==> src/pig_pkg.sv <==
// constants for the pin interrupt and ganged output block
package pig_pkg;
    // register byte offsets
    localparam logic [7:0] ADDR_GANG = 8'h00;
    localparam logic [7:0] ADDR_PWR = 8'h04;
    localparam logic [7:0] ADDR_PORT_BASE = 8'h10;
    localparam logic [7:0] ADDR_PORT_STRIDE = 8'h10;
    localparam logic [7:0] OFF_SC = 8'h00;
    localparam logic [7:0] OFF_PS = 8'h04;
    localparam logic [7:0] OFF_ES = 8'h08;
    localparam logic [7:0] OFF_PE = 8'h0c;
    // ganged_output_control fields
    localparam int GANG_EN_BIT = 0;
    // pin_irq_status_control fields
    localparam int SC_MOD_BIT = 0;
    localparam int SC_IE_BIT = 1;
    localparam int SC_ACK_BIT = 2;
    localparam int SC_FLAG_BIT = 3;
    // power_mgmt_status_control2 fields
    localparam int PWR_PARTIAL_POWERDOWN_CONTROL_BIT = 0;
    localparam int PWR_ACK_BIT = 2;
    localparam int PWR_FLAG_BIT = 3;
    // reset values
    localparam logic [7:0] RST_BYTE = 8'h00;
    localparam logic [31:0] RST_WORD = 32'h0000_0000;
    // ganged pin order: 0=port C0, 1..3=port C1..C3, 4..7=port B2..B5
    localparam int GANG_PINS = 8;
    localparam int IRQ_PORTS = 2;
endpackage

==> src/pig_pin_ctrl.sv <==
// pin interrupt detection, ganged output drive and stop retention
//
// Implementation choices: the APB slave port and the placing of the registers.
`timescale 1ns/10ps
// Function
// - ganged control register takes one write: enable plus seven pin selects
// - select bits 7..1 map to B5,B4,B3,B2,C3,C2,C1
// - ganged pins become outputs copying C0 data, drive, slew
// - ganging enabled forces C0 output regardless of its direction bit
// - ganging beats digital peripherals; enabled analog beats ganging
// - low four bits of ports A and B are interrupt and wake inputs
// - per-pin enable bit switches each pin's detection on or off
// - per-port mode bit picks edge-only or edge-and-level
// - per-pin edge select picks falling/low or rising/high
// - inputs sampled every bus cycle; edge is change between cycles
// - edge counts only after pin seen at deasserted level
// - edge sets port flag; flag with enable requests interrupt
// - writing one to acknowledge clears the flag
// - edge-and-level mode: edge or asserted level sets flag
// - edge-and-level acknowledge clears only when all enabled inputs deasserted
// - with pull enabled, edge select zero pulls up, one pulls down
// - stop2 keeps pin output latches as before stop entry
// - stop3 keeps all state; pins usable at once on recovery
// - powerdown flag read-only, set on stop2 recovery, cleared by ack write
// - powerdown control written once after reset: zero stop3, one stop2
module pig_pin_ctrl #(
    parameter int IRQ_PINS = 4
) (
    input wire logic i_clk,
    input wire logic i_rst_n,
    input wire logic i_psel,
    input wire logic i_penable,
    input wire logic i_pwrite,
    input wire logic [7:0] i_paddr,
    input wire logic [31:0] i_pwdata,
    output logic [31:0] o_prdata,
    output logic o_pready,
    output logic o_pslverr,
    input wire logic i_port_c_bit0_data,
    input wire logic i_port_c_bit0_drive_select,
    input wire logic i_port_c_bit0_slew_enable,
    input wire logic i_port_c_bit0_direction,
    input wire logic [7:0] i_analog_enable,
    input wire logic i_stop2_hold,
    input wire logic i_stop2_recovered,
    input wire logic [2*IRQ_PINS-1:0] i_irq_pin,
    output logic [7:0] o_gang_active,
    output logic [7:0] o_gang_oe,
    output logic [7:0] o_gang_data,
    output logic [7:0] o_gang_drive,
    output logic [7:0] o_gang_slew,
    output logic [2*IRQ_PINS-1:0] o_pull_enable,
    output logic [2*IRQ_PINS-1:0] o_pull_down,
    output logic o_stop2_select,
    output logic [1:0] o_port_irq,
    output logic o_irq
);
    localparam int NP = 2 * IRQ_PINS;

    // register fields are one byte wide, so a port can serve at most eight pins
    generate
        if (IRQ_PINS < 1 || IRQ_PINS > 8) begin : g_bad_pins
            $error("IRQ_PINS must be 1 to 8");
        end
    endgenerate

    ////////////////////////////////////////////////////////////////////////////
    // bus decode
    logic setup;
    logic wr;
    logic [31:0] wdata;
    logic hit_gang;
    logic hit_pwr;
    logic [1:0] hit_sc;
    logic [1:0] hit_ps;
    logic [1:0] hit_es;
    logic [1:0] hit_pe;
    logic mapped;

    assign setup = i_psel && !i_penable;
    assign wr = i_psel && i_penable && i_pwrite;
    assign wdata = i_pwdata;
    assign hit_gang = i_paddr == pig_pkg::ADDR_GANG;
    assign hit_pwr = i_paddr == pig_pkg::ADDR_PWR;

    genvar p;
    generate
        for (p = 0; p < 2; p++) begin : g_dec
            localparam logic [7:0] BASE = 8'(pig_pkg::ADDR_PORT_BASE
                + 8'(p) * pig_pkg::ADDR_PORT_STRIDE);
            assign hit_sc[p] = i_paddr == 8'(BASE + pig_pkg::OFF_SC);
            assign hit_ps[p] = i_paddr == 8'(BASE + pig_pkg::OFF_PS);
            assign hit_es[p] = i_paddr == 8'(BASE + pig_pkg::OFF_ES);
            assign hit_pe[p] = i_paddr == 8'(BASE + pig_pkg::OFF_PE);
        end
    endgenerate

    // unmapped addresses raise pslverr and change no state
    assign mapped = hit_gang || hit_pwr || (|hit_sc) || (|hit_ps) || (|hit_es) || (|hit_pe);
    // no wait states: every access completes in its first access cycle
    assign o_pready = 1'b1;

    ////////////////////////////////////////////////////////////////////////////
    // ganged output control, write once
    logic gang_en;
    logic [7:1] gang_sel;
    logic gang_locked;

    always_ff @(posedge i_clk or negedge i_rst_n) begin
        if (!i_rst_n) begin
            gang_en <= 1'b0;
            gang_sel <= 7'h00;
            gang_locked <= 1'b0;
        end else if (wr && hit_gang && !gang_locked) begin
            gang_en <= wdata[pig_pkg::GANG_EN_BIT];
            gang_sel <= wdata[7:1];
            gang_locked <= 1'b1;
        end
    end

    ////////////////////////////////////////////////////////////////////////////
    // power management bits
    logic partial_powerdown_control;
    logic partial_powerdown_control_locked;
    logic partial_powerdown_flag;
    logic ppd_ack;

    always_ff @(posedge i_clk or negedge i_rst_n) begin
        if (!i_rst_n) begin
            partial_powerdown_control <= 1'b0;
            partial_powerdown_control_locked <= 1'b0;
        end else if (wr && hit_pwr && !partial_powerdown_control_locked) begin
            partial_powerdown_control <= wdata[pig_pkg::PWR_PARTIAL_POWERDOWN_CONTROL_BIT];
            partial_powerdown_control_locked <= 1'b1;
        end
    end

    assign ppd_ack = wr && hit_pwr && wdata[pig_pkg::PWR_ACK_BIT];

    // recovery wins over a same-cycle acknowledge
    always_ff @(posedge i_clk or negedge i_rst_n) begin
        if (!i_rst_n) begin
            partial_powerdown_flag <= 1'b0;
        end else if (i_stop2_recovered) begin
            partial_powerdown_flag <= 1'b1;
        end else if (ppd_ack) begin
            partial_powerdown_flag <= 1'b0;
        end
    end

    assign o_stop2_select = partial_powerdown_control;

    ////////////////////////////////////////////////////////////////////////////
    // ganged pin drive
    logic [7:0] gang_want;

    // pin 0 is port C0 itself, forced to output by the enable alone
    assign gang_want = gang_en ? {gang_sel, 1'b1} : 8'h00;

    // flops hold during stop2 so pins keep their pre-stop levels
    always_ff @(posedge i_clk or negedge i_rst_n) begin
        if (!i_rst_n) begin
            o_gang_active <= pig_pkg::RST_BYTE;
            o_gang_oe <= pig_pkg::RST_BYTE;
            o_gang_data <= pig_pkg::RST_BYTE;
            o_gang_drive <= pig_pkg::RST_BYTE;
            o_gang_slew <= pig_pkg::RST_BYTE;
        end else if (!i_stop2_hold) begin
            o_gang_active <= gang_want & ~i_analog_enable;
            o_gang_oe <= gang_want & ~i_analog_enable;
            o_gang_data <= gang_want & {8{i_port_c_bit0_data}};
            o_gang_drive <= gang_want & {8{i_port_c_bit0_drive_select}};
            o_gang_slew <= gang_want & {8{i_port_c_bit0_slew_enable}};
        end
    end

    ////////////////////////////////////////////////////////////////////////////
    // pin interrupt ports
    logic [1:0] mode;
    logic [1:0] ie;
    logic [1:0] flag;
    logic [NP-1:0] pin_en;
    logic [NP-1:0] edge_sel;
    logic [NP-1:0] pull_en;
    logic [NP-1:0] asserted;
    logic [NP-1:0] prev_deasserted;
    logic [NP-1:0] pin_edge;
    logic [1:0] any_edge;
    logic [1:0] any_level;
    logic [1:0] ack;

    // polarity: select zero makes a low pin asserted
    assign asserted = ~(i_irq_pin ^ edge_sel);
    assign pin_edge = pin_en & prev_deasserted & asserted;

    // last sample deasserted; a disabled pin forgets its history
    // a pin that is already asserted when enabled must go idle before its edge can trip
    always_ff @(posedge i_clk or negedge i_rst_n) begin
        if (!i_rst_n) begin
            prev_deasserted <= '0;
        end else begin
            prev_deasserted <= pin_en & ~asserted;
        end
    end

    generate
        for (p = 0; p < 2; p++) begin : g_port
            localparam int LO = p * IRQ_PINS;
            assign any_edge[p] = |pin_edge[LO +: IRQ_PINS];
            assign any_level[p] = |(pin_en[LO +: IRQ_PINS] & asserted[LO +: IRQ_PINS]);
            assign ack[p] = wr && hit_sc[p] && wdata[pig_pkg::SC_ACK_BIT];

            always_ff @(posedge i_clk or negedge i_rst_n) begin
                if (!i_rst_n) begin
                    mode[p] <= 1'b0;
                    ie[p] <= 1'b0;
                end else if (wr && hit_sc[p]) begin
                    mode[p] <= wdata[pig_pkg::SC_MOD_BIT];
                    ie[p] <= wdata[pig_pkg::SC_IE_BIT];
                end
            end

            always_ff @(posedge i_clk or negedge i_rst_n) begin
                if (!i_rst_n) begin
                    pin_en[LO +: IRQ_PINS] <= '0;
                    edge_sel[LO +: IRQ_PINS] <= '0;
                    pull_en[LO +: IRQ_PINS] <= '0;
                end else begin
                    if (wr && hit_ps[p]) begin
                        pin_en[LO +: IRQ_PINS] <= wdata[IRQ_PINS-1:0];
                    end
                    if (wr && hit_es[p]) begin
                        edge_sel[LO +: IRQ_PINS] <= wdata[IRQ_PINS-1:0];
                    end
                    if (wr && hit_pe[p]) begin
                        pull_en[LO +: IRQ_PINS] <= wdata[IRQ_PINS-1:0];
                    end
                end
            end

            // set beats acknowledge; level mode also blocks the clear
            always_ff @(posedge i_clk or negedge i_rst_n) begin
                if (!i_rst_n) begin
                    flag[p] <= 1'b0;
                end else if (any_edge[p] || (mode[p] && any_level[p])) begin
                    flag[p] <= 1'b1;
                end else if (ack[p]) begin
                    flag[p] <= 1'b0;
                end
            end
        end
    endgenerate

    // pull direction follows polarity so the idle level is deasserted
    assign o_pull_enable = pull_en;
    assign o_pull_down = pull_en & edge_sel;
    // requests stay live in stop3 and wait, which is what wakes the core
    assign o_port_irq = flag & ie;
    assign o_irq = |o_port_irq;

    ////////////////////////////////////////////////////////////////////////////
    // read data, captured in the setup cycle
    logic [31:0] next_rdata;

    always_comb begin
        next_rdata = pig_pkg::RST_WORD;
        if (hit_gang) begin
            next_rdata[7:0] = {gang_sel, gang_en};
        end
        if (hit_pwr) begin
            next_rdata[pig_pkg::PWR_FLAG_BIT] = partial_powerdown_flag;
            next_rdata[pig_pkg::PWR_PARTIAL_POWERDOWN_CONTROL_BIT] = partial_powerdown_control;
        end
        for (int k = 0; k < 2; k++) begin
            if (hit_sc[k]) begin
                next_rdata[pig_pkg::SC_FLAG_BIT] = flag[k];
                next_rdata[pig_pkg::SC_IE_BIT] = ie[k];
                next_rdata[pig_pkg::SC_MOD_BIT] = mode[k];
            end
            if (hit_ps[k]) begin
                next_rdata[IRQ_PINS-1:0] = pin_en[k*IRQ_PINS +: IRQ_PINS];
            end
            if (hit_es[k]) begin
                next_rdata[IRQ_PINS-1:0] = edge_sel[k*IRQ_PINS +: IRQ_PINS];
            end
            if (hit_pe[k]) begin
                next_rdata[IRQ_PINS-1:0] = pull_en[k*IRQ_PINS +: IRQ_PINS];
            end
        end
    end

    always_ff @(posedge i_clk or negedge i_rst_n) begin
        if (!i_rst_n) begin
            o_prdata <= pig_pkg::RST_WORD;
            o_pslverr <= 1'b0;
        end else if (setup) begin
            // a write returns zero read data, so stale data never looks like an answer
            o_prdata <= i_pwrite ? pig_pkg::RST_WORD : next_rdata;
            o_pslverr <= !mapped;
        end
    end
endmodule // pig_pin_ctrl

==> config.mk <==
export PLATFORM = sky130hd
export DESIGN_NAME = pig_pin_ctrl
export DESIGN_NICKNAME = d
export VERILOG_FILES = /design/src/pig_pkg.sv /design/src/pig_pin_ctrl.sv
export SDC_FILE = /design/constraint.sdc
export NUM_CORES = 1
export LEC_CHECK = 0
export ABC_AREA = 1
export BUFFER_PORTS_ARGS = -buffer_cell sky130_fd_sc_hd__buf_2
export CAP_MARGIN = 40
export CORE_MARGIN = 1.5
export CORE_UTILIZATION = 45
export CTS_CLUSTER_DIAMETER = 80
export DETAILED_ROUTE_END_ITERATION = 7
export PLACE_DENSITY = 0.87
export REMOVE_ABC_BUFFERS = 1
export SYNTH_ARGS = -nofsm -noshare
export SYNTH_HDL_FRONTEND = slang
export SYNTH_SLANG_ARGS = --single-unit
==> constraint.sdc <==
create_clock -name i_clk -period 1.1 [get_ports i_clk]
set_input_delay 0.055 -clock i_clk [delete_from_list [all_inputs] [get_ports i_clk]]
set_output_delay 0.055 -clock i_clk [all_outputs]
set_load 0.02 [all_outputs]
# Word-level counts from Yosys, hierarchy flattened
# Cells that the tools add are included.
word_totals:
  output_inout_bits: 94
  register_bits: 115
  inputBits: 67
classes:
  muxes: 21
  bitwise: 15
  eq_ne: 9
  reduce_logical: 44
op_table:
  columns: ["operator", "count"]
  rows:
  - ["8-bit bitwise AND", 8]
  - ["8-bit by 5-bit equality test with 1-bit output (second input constant)", 4]
  - ["8-bit by 6-bit equality test with 1-bit output (second input constant)", 4]
  - ["4-bit 2-to-1 mux", 6]
  - ["8-bit 2-to-1 mux", 3]
  - ["8-bit NOT", 3]
  - ["1-bit logical AND", 20]
  - ["4-bit OR reduction", 4]
  - ["1-bit 2-to-1 mux", 10]
  - ["2-bit OR reduction", 5]
  - ["4-bit bitwise AND", 2]
  - ["8-bit by 3-bit equality test with 1-bit output (second input constant)", 1]
  - ["8-bit logical NOT", 1]
  - ["8-bit XOR", 1]
  - ["1-bit logical OR", 7]
  - ["2-bit nonzero test", 3]
  - ["1-bit logical NOT", 4]
  - ["2-bit 2-to-1 mux", 2]
  - ["2-bit bitwise AND", 1]

# Depth between registers and ports, before layout
# Gate-level depths: netlist of the first run.
logic_depth:
  word_depth: 12
  ltp_mapped: 13
  mapped_depth_nobuf: 13

# Worst setup path after synthesis of the first run
# OpenSTA, ideal clock, no wires.
synth_timing:
  path_kind: "reg2reg"
  from: "register edge_sel[0]"
  to: "register flag[0]"
  stages_incl_launch_ff: 5
  arrival_time_ns: 0.923
  path_slack_ns: 0.039
  required_time_ns: 0.962
  path_cell_list: "dfrtp_1 -> xor2_1 -> nor2_1 -> o31ai_1 -> nand4_1"
synth_between:
  elab_chain_len: 7
  word_cells_on_any_way: 10
  classes_between: "1 x mux; 4 x bitwise; 5 x reduce/logical"
synth_lines:
  columns: ["element", "line", "rtl"]
  rows:
  - ["start, declared", "pig_pin_ctrl.sv:183", "logic [NP-1:0] edge_sel;"]
  - ["start signal, assigned by index", "pig_pin_ctrl.sv:233", "edge_sel[LO +: IRQ_PINS] <= wdata[IRQ_PINS-1:0];"]
  - ["8-bit XOR *", "pig_pin_ctrl.sv:193", "assign asserted = ~(i_irq_pin ^ edge_sel);"]
  - ["8-bit NOT *", "pig_pin_ctrl.sv:193", null]
  - ["4-bit bitwise AND", "pig_pin_ctrl.sv:210", "assign any_level[p] = |(pin_en[LO +: IRQ_PINS] & asserted[LO +: IRQ_PINS]);"]
  - ["4-bit OR reduction", "pig_pin_ctrl.sv:210", null]
  - ["1-bit logical AND", "pig_pin_ctrl.sv:245", "end else if (any_edge[p] || (mode[p] && any_level[p])) begin"]
  - ["1-bit logical OR *", "pig_pin_ctrl.sv:245", null]
  - ["1-bit 2-to-1 mux or 2-bit nonzero test (tied branches)", null, null]
  - ["end signal, assigned by index", "pig_pin_ctrl.sv:244", "flag[p] <= 1'b0;"]
  - ["end signal, assigned by index", "pig_pin_ctrl.sv:246", "flag[p] <= 1'b1;"]
  - ["end signal, assigned by index", "pig_pin_ctrl.sv:248", "flag[p] <= 1'b0;"]
  - ["end, declared", "pig_pin_ctrl.sv:181", "logic [1:0] flag;"]
# Mark *: on every way between the ends. The rest lies on a longest branch, timed or not.
# A chain may end at the register's enable or synchronous reset.

# Final worst setup path of the first run
layout_timing:
  from: "register edge_sel[4]"
  to: "register flag[1]"
# The elaborated chain is that of the path after synthesis.

==> impl_metrics.ini, run 1 <==
[timing]
tns_ns = -1.243
fin_skew_ns = 0.01020
slew_violations = 0
max_clock_freq_ghz = 0.7874
setup_viol = 16
fin_crit_ns = 1.270
grt_setup_unrepaired = true
fin_hold_ws_ns = -0.02804
finalCritPeriodShare_pct = 115.5
hold_viol = 1
fin_ws_ns = -0.1700

[setup_path]
critPathCapture = flag[1]$_DFFE_PN0P_
r2r-start = edge_sel[4]$_DFFE_PN0P_
worstPathMaxFanout = 2
cpMaxStageDelayCell = dfrtp_1
critPathTopFamily = flip-flops
cpPeakStageDelay_ns = 0.41
reg2reg_to = flag[1]$_DFFE_PN0P_
path_class = reg -> reg
cp.required_ns = 1.35
rrSetupSlack_ns = -0.17
path_cells = buf_6 -> xnor2_4 -> nand2_1 -> nand4_1 -> a21oi_2 -> nand3_1
startpoint = edge_sel[4]$_DFFE_PN0P_
critPathArrivalTime_ns = 1.52
start_kind = flop
rr_worst_depth = 6
crit_path_end_kind = flop
path_buf_inv = 1
path_depth = 6

[clocking]
cts_sinks = 91
clock-root-buffer = clkbuf_8
tritoncts = yes
cts_buffers = 9
ctsHtreeMaxLevel = 3
holdBufCountCts = 19
cts.clk_slew.worst_paths_ns = 0.09
clock_path_buffers = 2
clk_latency_ns = 0.37

[grt]
grt_max_degree = 59
grt_overflow_total = 0
grt_pass1_vias = 3996
gr-usage-all-layers_pct = 23.92
grt_first_pass_wirelength_mm = 18.85
antenna_found_initial = 0

[synthesis]
syn_area_per_cell_sq_um = 8.315
ys_async_sr_fraction_pct = 100.0
ys_seq_elements = 91
yosys_warnings = 0
ys.flop_type = dfrtp_1
synth.distinct_cells = 29
syn-cell-area_sq_um = 4290
synth_edf_count = 0
synth_cells = 516
yosysSeqAreaShare_pct = 53.08

[detailed_routing]
dr.pass1.iters = 5
drt_wl_total_mm = 12.06
detail_route.wl_per_cell_microns = 14.74
drcViolationCount = 0
via_per_inst = 5.054
ant_nets = 0
first_iter_violations = 377
vias = 4134

[die]
die_h_microns = 100.6
die_w_microns = 100.6
dieArea_sq_um = 10130
io_pins = 161
initial_core_util_pct = 46.43
rows = 35
core_sq_um = 9240

[finish]
drive_above_1_share_pct = 32.66
fin_nets = 751
areaGrowthSynthToFinish_pct = 36.37
fillers = 688
n_antenna_cell = 0
post-route-cell-area_sq_um = 5851

[job]
drv_cap = 0

[worst_hold_path]
hp-class = in -> reg

[outcome]
status = finished, violations left
violations = hold timing, setup timing

[power_and_ir_drop]
p_total_mw = 6.721
powerDensity_nw_per_um2 = 1149
total_leakage_power_nw = 3.220
irDropWorstVdd_mv = 0.5588

[place]
portBuffers = 110
dp_hpwl_mm = 8.254
placed_cell_area_sq_um = 5069
gp_congestion = 0.9644
[cells in the mapped netlist, drive strengths merged (5+ instances only)]
master / number / area [sq um]
buf: 35 / 264.0
dfrtp: 91 / 2277
nor2: 33 / 141.4
o31ai: 8 / 60.06
o21ai: 64 / 320.3
inv: 61 / 229.0
nand2: 157 / 591.8
nand3: 25 / 137.6
xnor2: 7 / 61.31
a21oi: 9 / 45.04
clkbuf: 5 / 18.77
[area by class of cell]
type | count | area (sq um) | area share (%)
Clock buffer | 9 | 123.9 | 2.117
Clock inverter | 7 | 122.6 | 2.096
Inverter | 62 | 232.7 | 3.978
Sequential cell | 91 | 2280 | 38.96
Timing Repair Buffer | 174 | 1211 | 20.70
Multi-Input combinational cell | 346 | 1719 | 29.38
Tap cell | 129 | 161.4 | 2.759
[layout by cell type, fill, tap and decap left out, types with 2 or more instances in the layout]
cell           count
buf_2             98
nand3_1           21
xnor2_1            5
buf_6             24
bufinv_16          3
nand2_4            3
clkbuf_8           9
a21oi_2            3
nor2_1            29
buf_4             32
conb_1            25
inv_6              2
nand2_2           16
o21ai_0           50
o31ai_1            6
o31ai_2            2
nor2_4             2
or2_2              4
dfrtp_2            2
inv_2             12
inv_1             49
nand4_1            4
a21oi_1            6
dfrtp_1           89
nor3_1             2
nor2_2             2
nand3_2            3
a32o_1             4
nand2_1          138
clkinvlp_4         2
o21ai_1           13
dlygate4sd3_1     19
[worst reg2reg max path: stages (launching register included)]
cell and delay [ns]:
dfrtp_1 0.41, buf_6 0.14, xnor2_4 0.12, nand2_1 0.08, nand4_1 0.14, a21oi_2 0.18, nand3_1 0.08
[how the worst min path moves through the flow]
stage | startpoint | endpoint | slack (ns) | cells past startpoint
after global placement | i_rst_n | o_gang_oe[0]$_DFFE_PN0N_ | -0.14 | 1
after floorplan | i_rst_n | edge_sel[0]$_DFFE_PN0P_ | -0.24 | 0
after CTS | i_irq_pin[0] | prev_deasserted[0]$_DFF_PN0_ | -0.03 | 4
after global routing | i_irq_pin[0] | prev_deasserted[0]$_DFF_PN0_ | -0.006 | 4
after detailed placement | i_rst_n | o_gang_oe[1]$_DFFE_PN0N_ | -0.13 | 1
final | i_irq_pin[0] | prev_deasserted[0]$_DFF_PN0_ | -0.03 | 4
[power breakdown]
part	switching [mW]	internal, mW	leakage [nW]
sequential	0.0271	3.37	1.23
combinational	0.356	0.210	1.88
clock	1.24	1.52	0.116
total	1.62	5.10	3.22
[kinds of logic after synthesis]
group / after synthesis / share of synthesized area, %
XOR/XNOR: 8 / 1.633
flip-flops: 91 / 53.08
buffers and inverters: 102 / 12.02
other: 2 / 0.1750
AO/OA/AOI/OAI: 85 / 10.85
AND/OR/NAND/NOR: 228 / 22.25
[what timing repair did]
action	4_1_cts	5_1_grt
pin swaps	4	20
endpoints found under the hold margin	110	1
cloned	0	0
buffers inserted	10	2
endpoints found under the setup margin	28	44
resized for setup	54	36
[metal layers]
| metal | routed length [microns] | global-route usage (%) | vias up | share of wire [%] |
|---|---|---|---|---|
| li1 | - | - | 1916 | - |
| met1 | 4603 | 28.80 | 1944 | 38 |
| met2 | 6056 | 40.70 | 239 | 50 |
| met3 | 1049 | 4.300 | 35 | 8.7 |
| met4 | 348 | 13.00 | 0 | 2.9 |
| met5 | 0 | 0 | - | 0 |
[sequential cells by signal (all words and copies together) (netlist names), 7 cells and up]
| name | count |
|---|---|
| edge_sel | 8 |
| gang_sel | 7 |
| o_gang_data | 8 |
| o_gang_drive | 8 |
| o_gang_oe | 8 |
| o_gang_slew | 8 |
| o_prdata | 8 |
| o_pull_enable | 8 |
| pin_en | 8 |
| prev_deasserted | 8 |
[through the flow]
stage          utilization (%)  std cells  setup WS [ns]
2_1_floorplan                -        499       -0.03931
6_report                 63.32        818        -0.1700
3_5_place_dp             54.85        771        -0.2689
5_1_grt                  63.32        818        -0.2278
4_1_cts                  61.95        816        -0.1163
3_3_place_gp             54.85        771        -0.2023
(Power assumes the default switching activity.)
==> run 2: changes to the inputs <==
--- a/config.mk
+++ b/config.mk
@@ -14,6 +14,7 @@
 export DETAILED_ROUTE_END_ITERATION = 7
 export PLACE_DENSITY = 0.87
 export REMOVE_ABC_BUFFERS = 1
+export SKIP_LAST_GASP = 1
 export SYNTH_ARGS = -nofsm -noshare
 export SYNTH_HDL_FRONTEND = slang
 export SYNTH_SLANG_ARGS = --single-unit
==> run 2 against run 1 <==
  * The run still ends with hold timing, setup timing left
  * Via count up 1.1%
  * Critical path depth unchanged
  * Clock skew up 0.00097 ns
  * Critical endpoint unchanged
  * Largest power group unchanged
  * Highest routed layer unchanged
==> impl_metrics.ini, run 2 (synthesis results as in run 1) <==
[outcome]
status = finished, violations left
violations = hold timing, setup timing

[place]
gp_congestion = 0.9644
portBuffers = 110
dp_hpwl_mm = 8.254
placed_cell_area_sq_um = 5069
dp_cells = 771

[clocking]
tritoncts = yes
clock_path_buffers = 2
clk_latency_ns = 0.37
cts_sinks = 91
holdBufCountCts = 20
cts_buffers = 9
cts.clk_slew.worst_paths_ns = 0.09
clock-root-buffer = clkbuf_8
ctsHtreeMaxLevel = 3

[finish]
n_antenna_cell = 0
final_cell_mix = 140 x nand2_1, 98 x buf_2, 90 x dfrtp_1
post-route-cell-area_sq_um = 5849
final_common_cell = nand2_1
drive_above_1_share_pct = 31.98
instances_no_fill = 817
finalCoreUtilization_pct = 63.30
fin_nets = 750
fillers = 695
areaGrowthSynthToFinish_pct = 36.34

[setup_path]
critPathArrivalTime_ns = 1.52
path_buf_inv = 1
critPathTopFamily = flip-flops
path_cells = buf_6 -> xnor2_4 -> nand2_1 -> nand4_1 -> a21oi_2 -> nand3_1
cpMaxStageDelayCell = dfrtp_1
crit_path_end_kind = flop
path_class = reg -> reg
cpPeakStageDelay_ns = 0.41
start_kind = flop
cp.required_ns = 1.34
worstPathMaxFanout = 2

[die]
rows = 35
die_h_microns = 100.6
core_sq_um = 9240
initial_core_util_pct = 46.43
io_pins = 161
die_w_microns = 100.6
dieArea_sq_um = 10130

[detailed_routing]
via_per_inst = 5.116
ant_nets = 0
dr.pass1.iters = 6
drt_wl_total_mm = 12.18
detail_route.wl_per_cell_microns = 14.90
first_iter_violations = 327
drcViolationCount = 0
vias = 4180

[grt]
grt_first_pass_wirelength_mm = 18.86
grt_overflow_total = 0
gr-usage-all-layers_pct = 23.92
grt_pass1_vias = 4025
grt_max_degree = 59
antenna_found_initial = 0

[power_and_ir_drop]
total_leakage_power_nw = 3.220
p_switching_mw = 1.631
p_clk_share_pct = 41.1
irDropWorstVdd_mv = 0.5616
p_total_mw = 6.737
p_seq_share_pct = 50.4
swShare_pct = 24.20
pwr-share-comb_pct = 8.5
p_int_mw = 5.106
powerDensity_nw_per_um2 = 1152

[timing]
setup_viol = 16
grt_setup_unrepaired = true
fin_hold_ws_ns = -0.02685
fin_ws_ns = -0.1775
max_clock_freq_ghz = 0.7828
hold_viol = 1
fin_crit_ns = 1.277
finalCritPeriodShare_pct = 116.1
slew_violations = 0
fin_skew_ns = 0.01118

[worst_hold_path]
hp-class = in -> reg

[job]
drv_cap = 0
-- run 2: layout make-up --
type	instances	area, sq um	share of cell area [%]
Clock buffer	9	123.9	2.118
Tap cell	129	161.4	2.759
Sequential cell	91	2278	38.95
Clock inverter	7	122.6	2.096
Multi-Input combinational cell	346	1724	29.48
Timing Repair Buffer	173	1206	20.62
Inverter	62	232.7	3.979
-- run 2: what timing repair did --
action                     4_1_cts  5_1_grt
hold endpoints to repair       111        1
setup endpoints to repair       28       45
buffers inserted                10        0
resized for setup               49       44
pin swaps                        4       18
-- run 2: worst min-delay path, stage by stage --
cell    delay (ns)
buf_2         0.09
xor2_1        0.08
inv_1         0.05
nor2_1        0.04
-- run 2: power by group through the flow --
stage	combinational, mW	clock (mW)	sequential [mW]
2_1_floorplan	0.188	0	3.47
3_3_place_gp	0.465	0	3.46
3_5_place_dp	0.474	0	3.46
4_1_cts	0.547	2.78	3.39
5_1_grt	0.627	2.91	3.40
6_report	0.572	2.77	3.40
-- run 2: per-layer routing --
layer | vias to the layer above | global-route usage, % | part of all wire [%]
met1 | 1992 | 28.62 | 39
met2 | 238 | 40.75 | 50
li1 | 1917 | - | -
met3 | 33 | 4.438 | 8.5
met5 | - | 0 | 0
met4 | 0 | 13.11 | 2.8
-- run 2: path summary, 6_finish.rpt --
kind                                                              startpoint                                            to  slack [ns]  cells after the start
min in group asynchronous                                            i_rst_n                      o_gang_oe[1]$_DFFE_PN0N_        0.03                      2
max in group asynchronous                                            i_rst_n                       edge_sel[3]$_DFFE_PN0P_        0.49                      3
worst max register to register                       edge_sel[4]$_DFFE_PN0P_                           flag[1]$_DFFE_PN0P_       -0.18                      6
worst min register to register  partial_powerdown_control_locked$_DFFE_PN0P_  partial_powerdown_control_locked$_DFFE_PN0P_        0.46                      2
worst max-delay path                                 edge_sel[4]$_DFFE_PN0P_                           flag[1]$_DFFE_PN0P_       -0.18                      6
worst min-delay path                                            i_irq_pin[0]                  prev_deasserted[0]$_DFF_PN0_       -0.03                      4
-- run 2: through the flow --
stage | setup WS, ns | setup TNS [ns]
final | -0.1775 | -1.327
after floorplan | -0.03931 | -0.05404
after CTS | -0.1163 | -1.155
after global routing | -0.2282 | -2.176
after global placement | -0.2023 | -5.430
after detailed placement | -0.2689 | -8.071
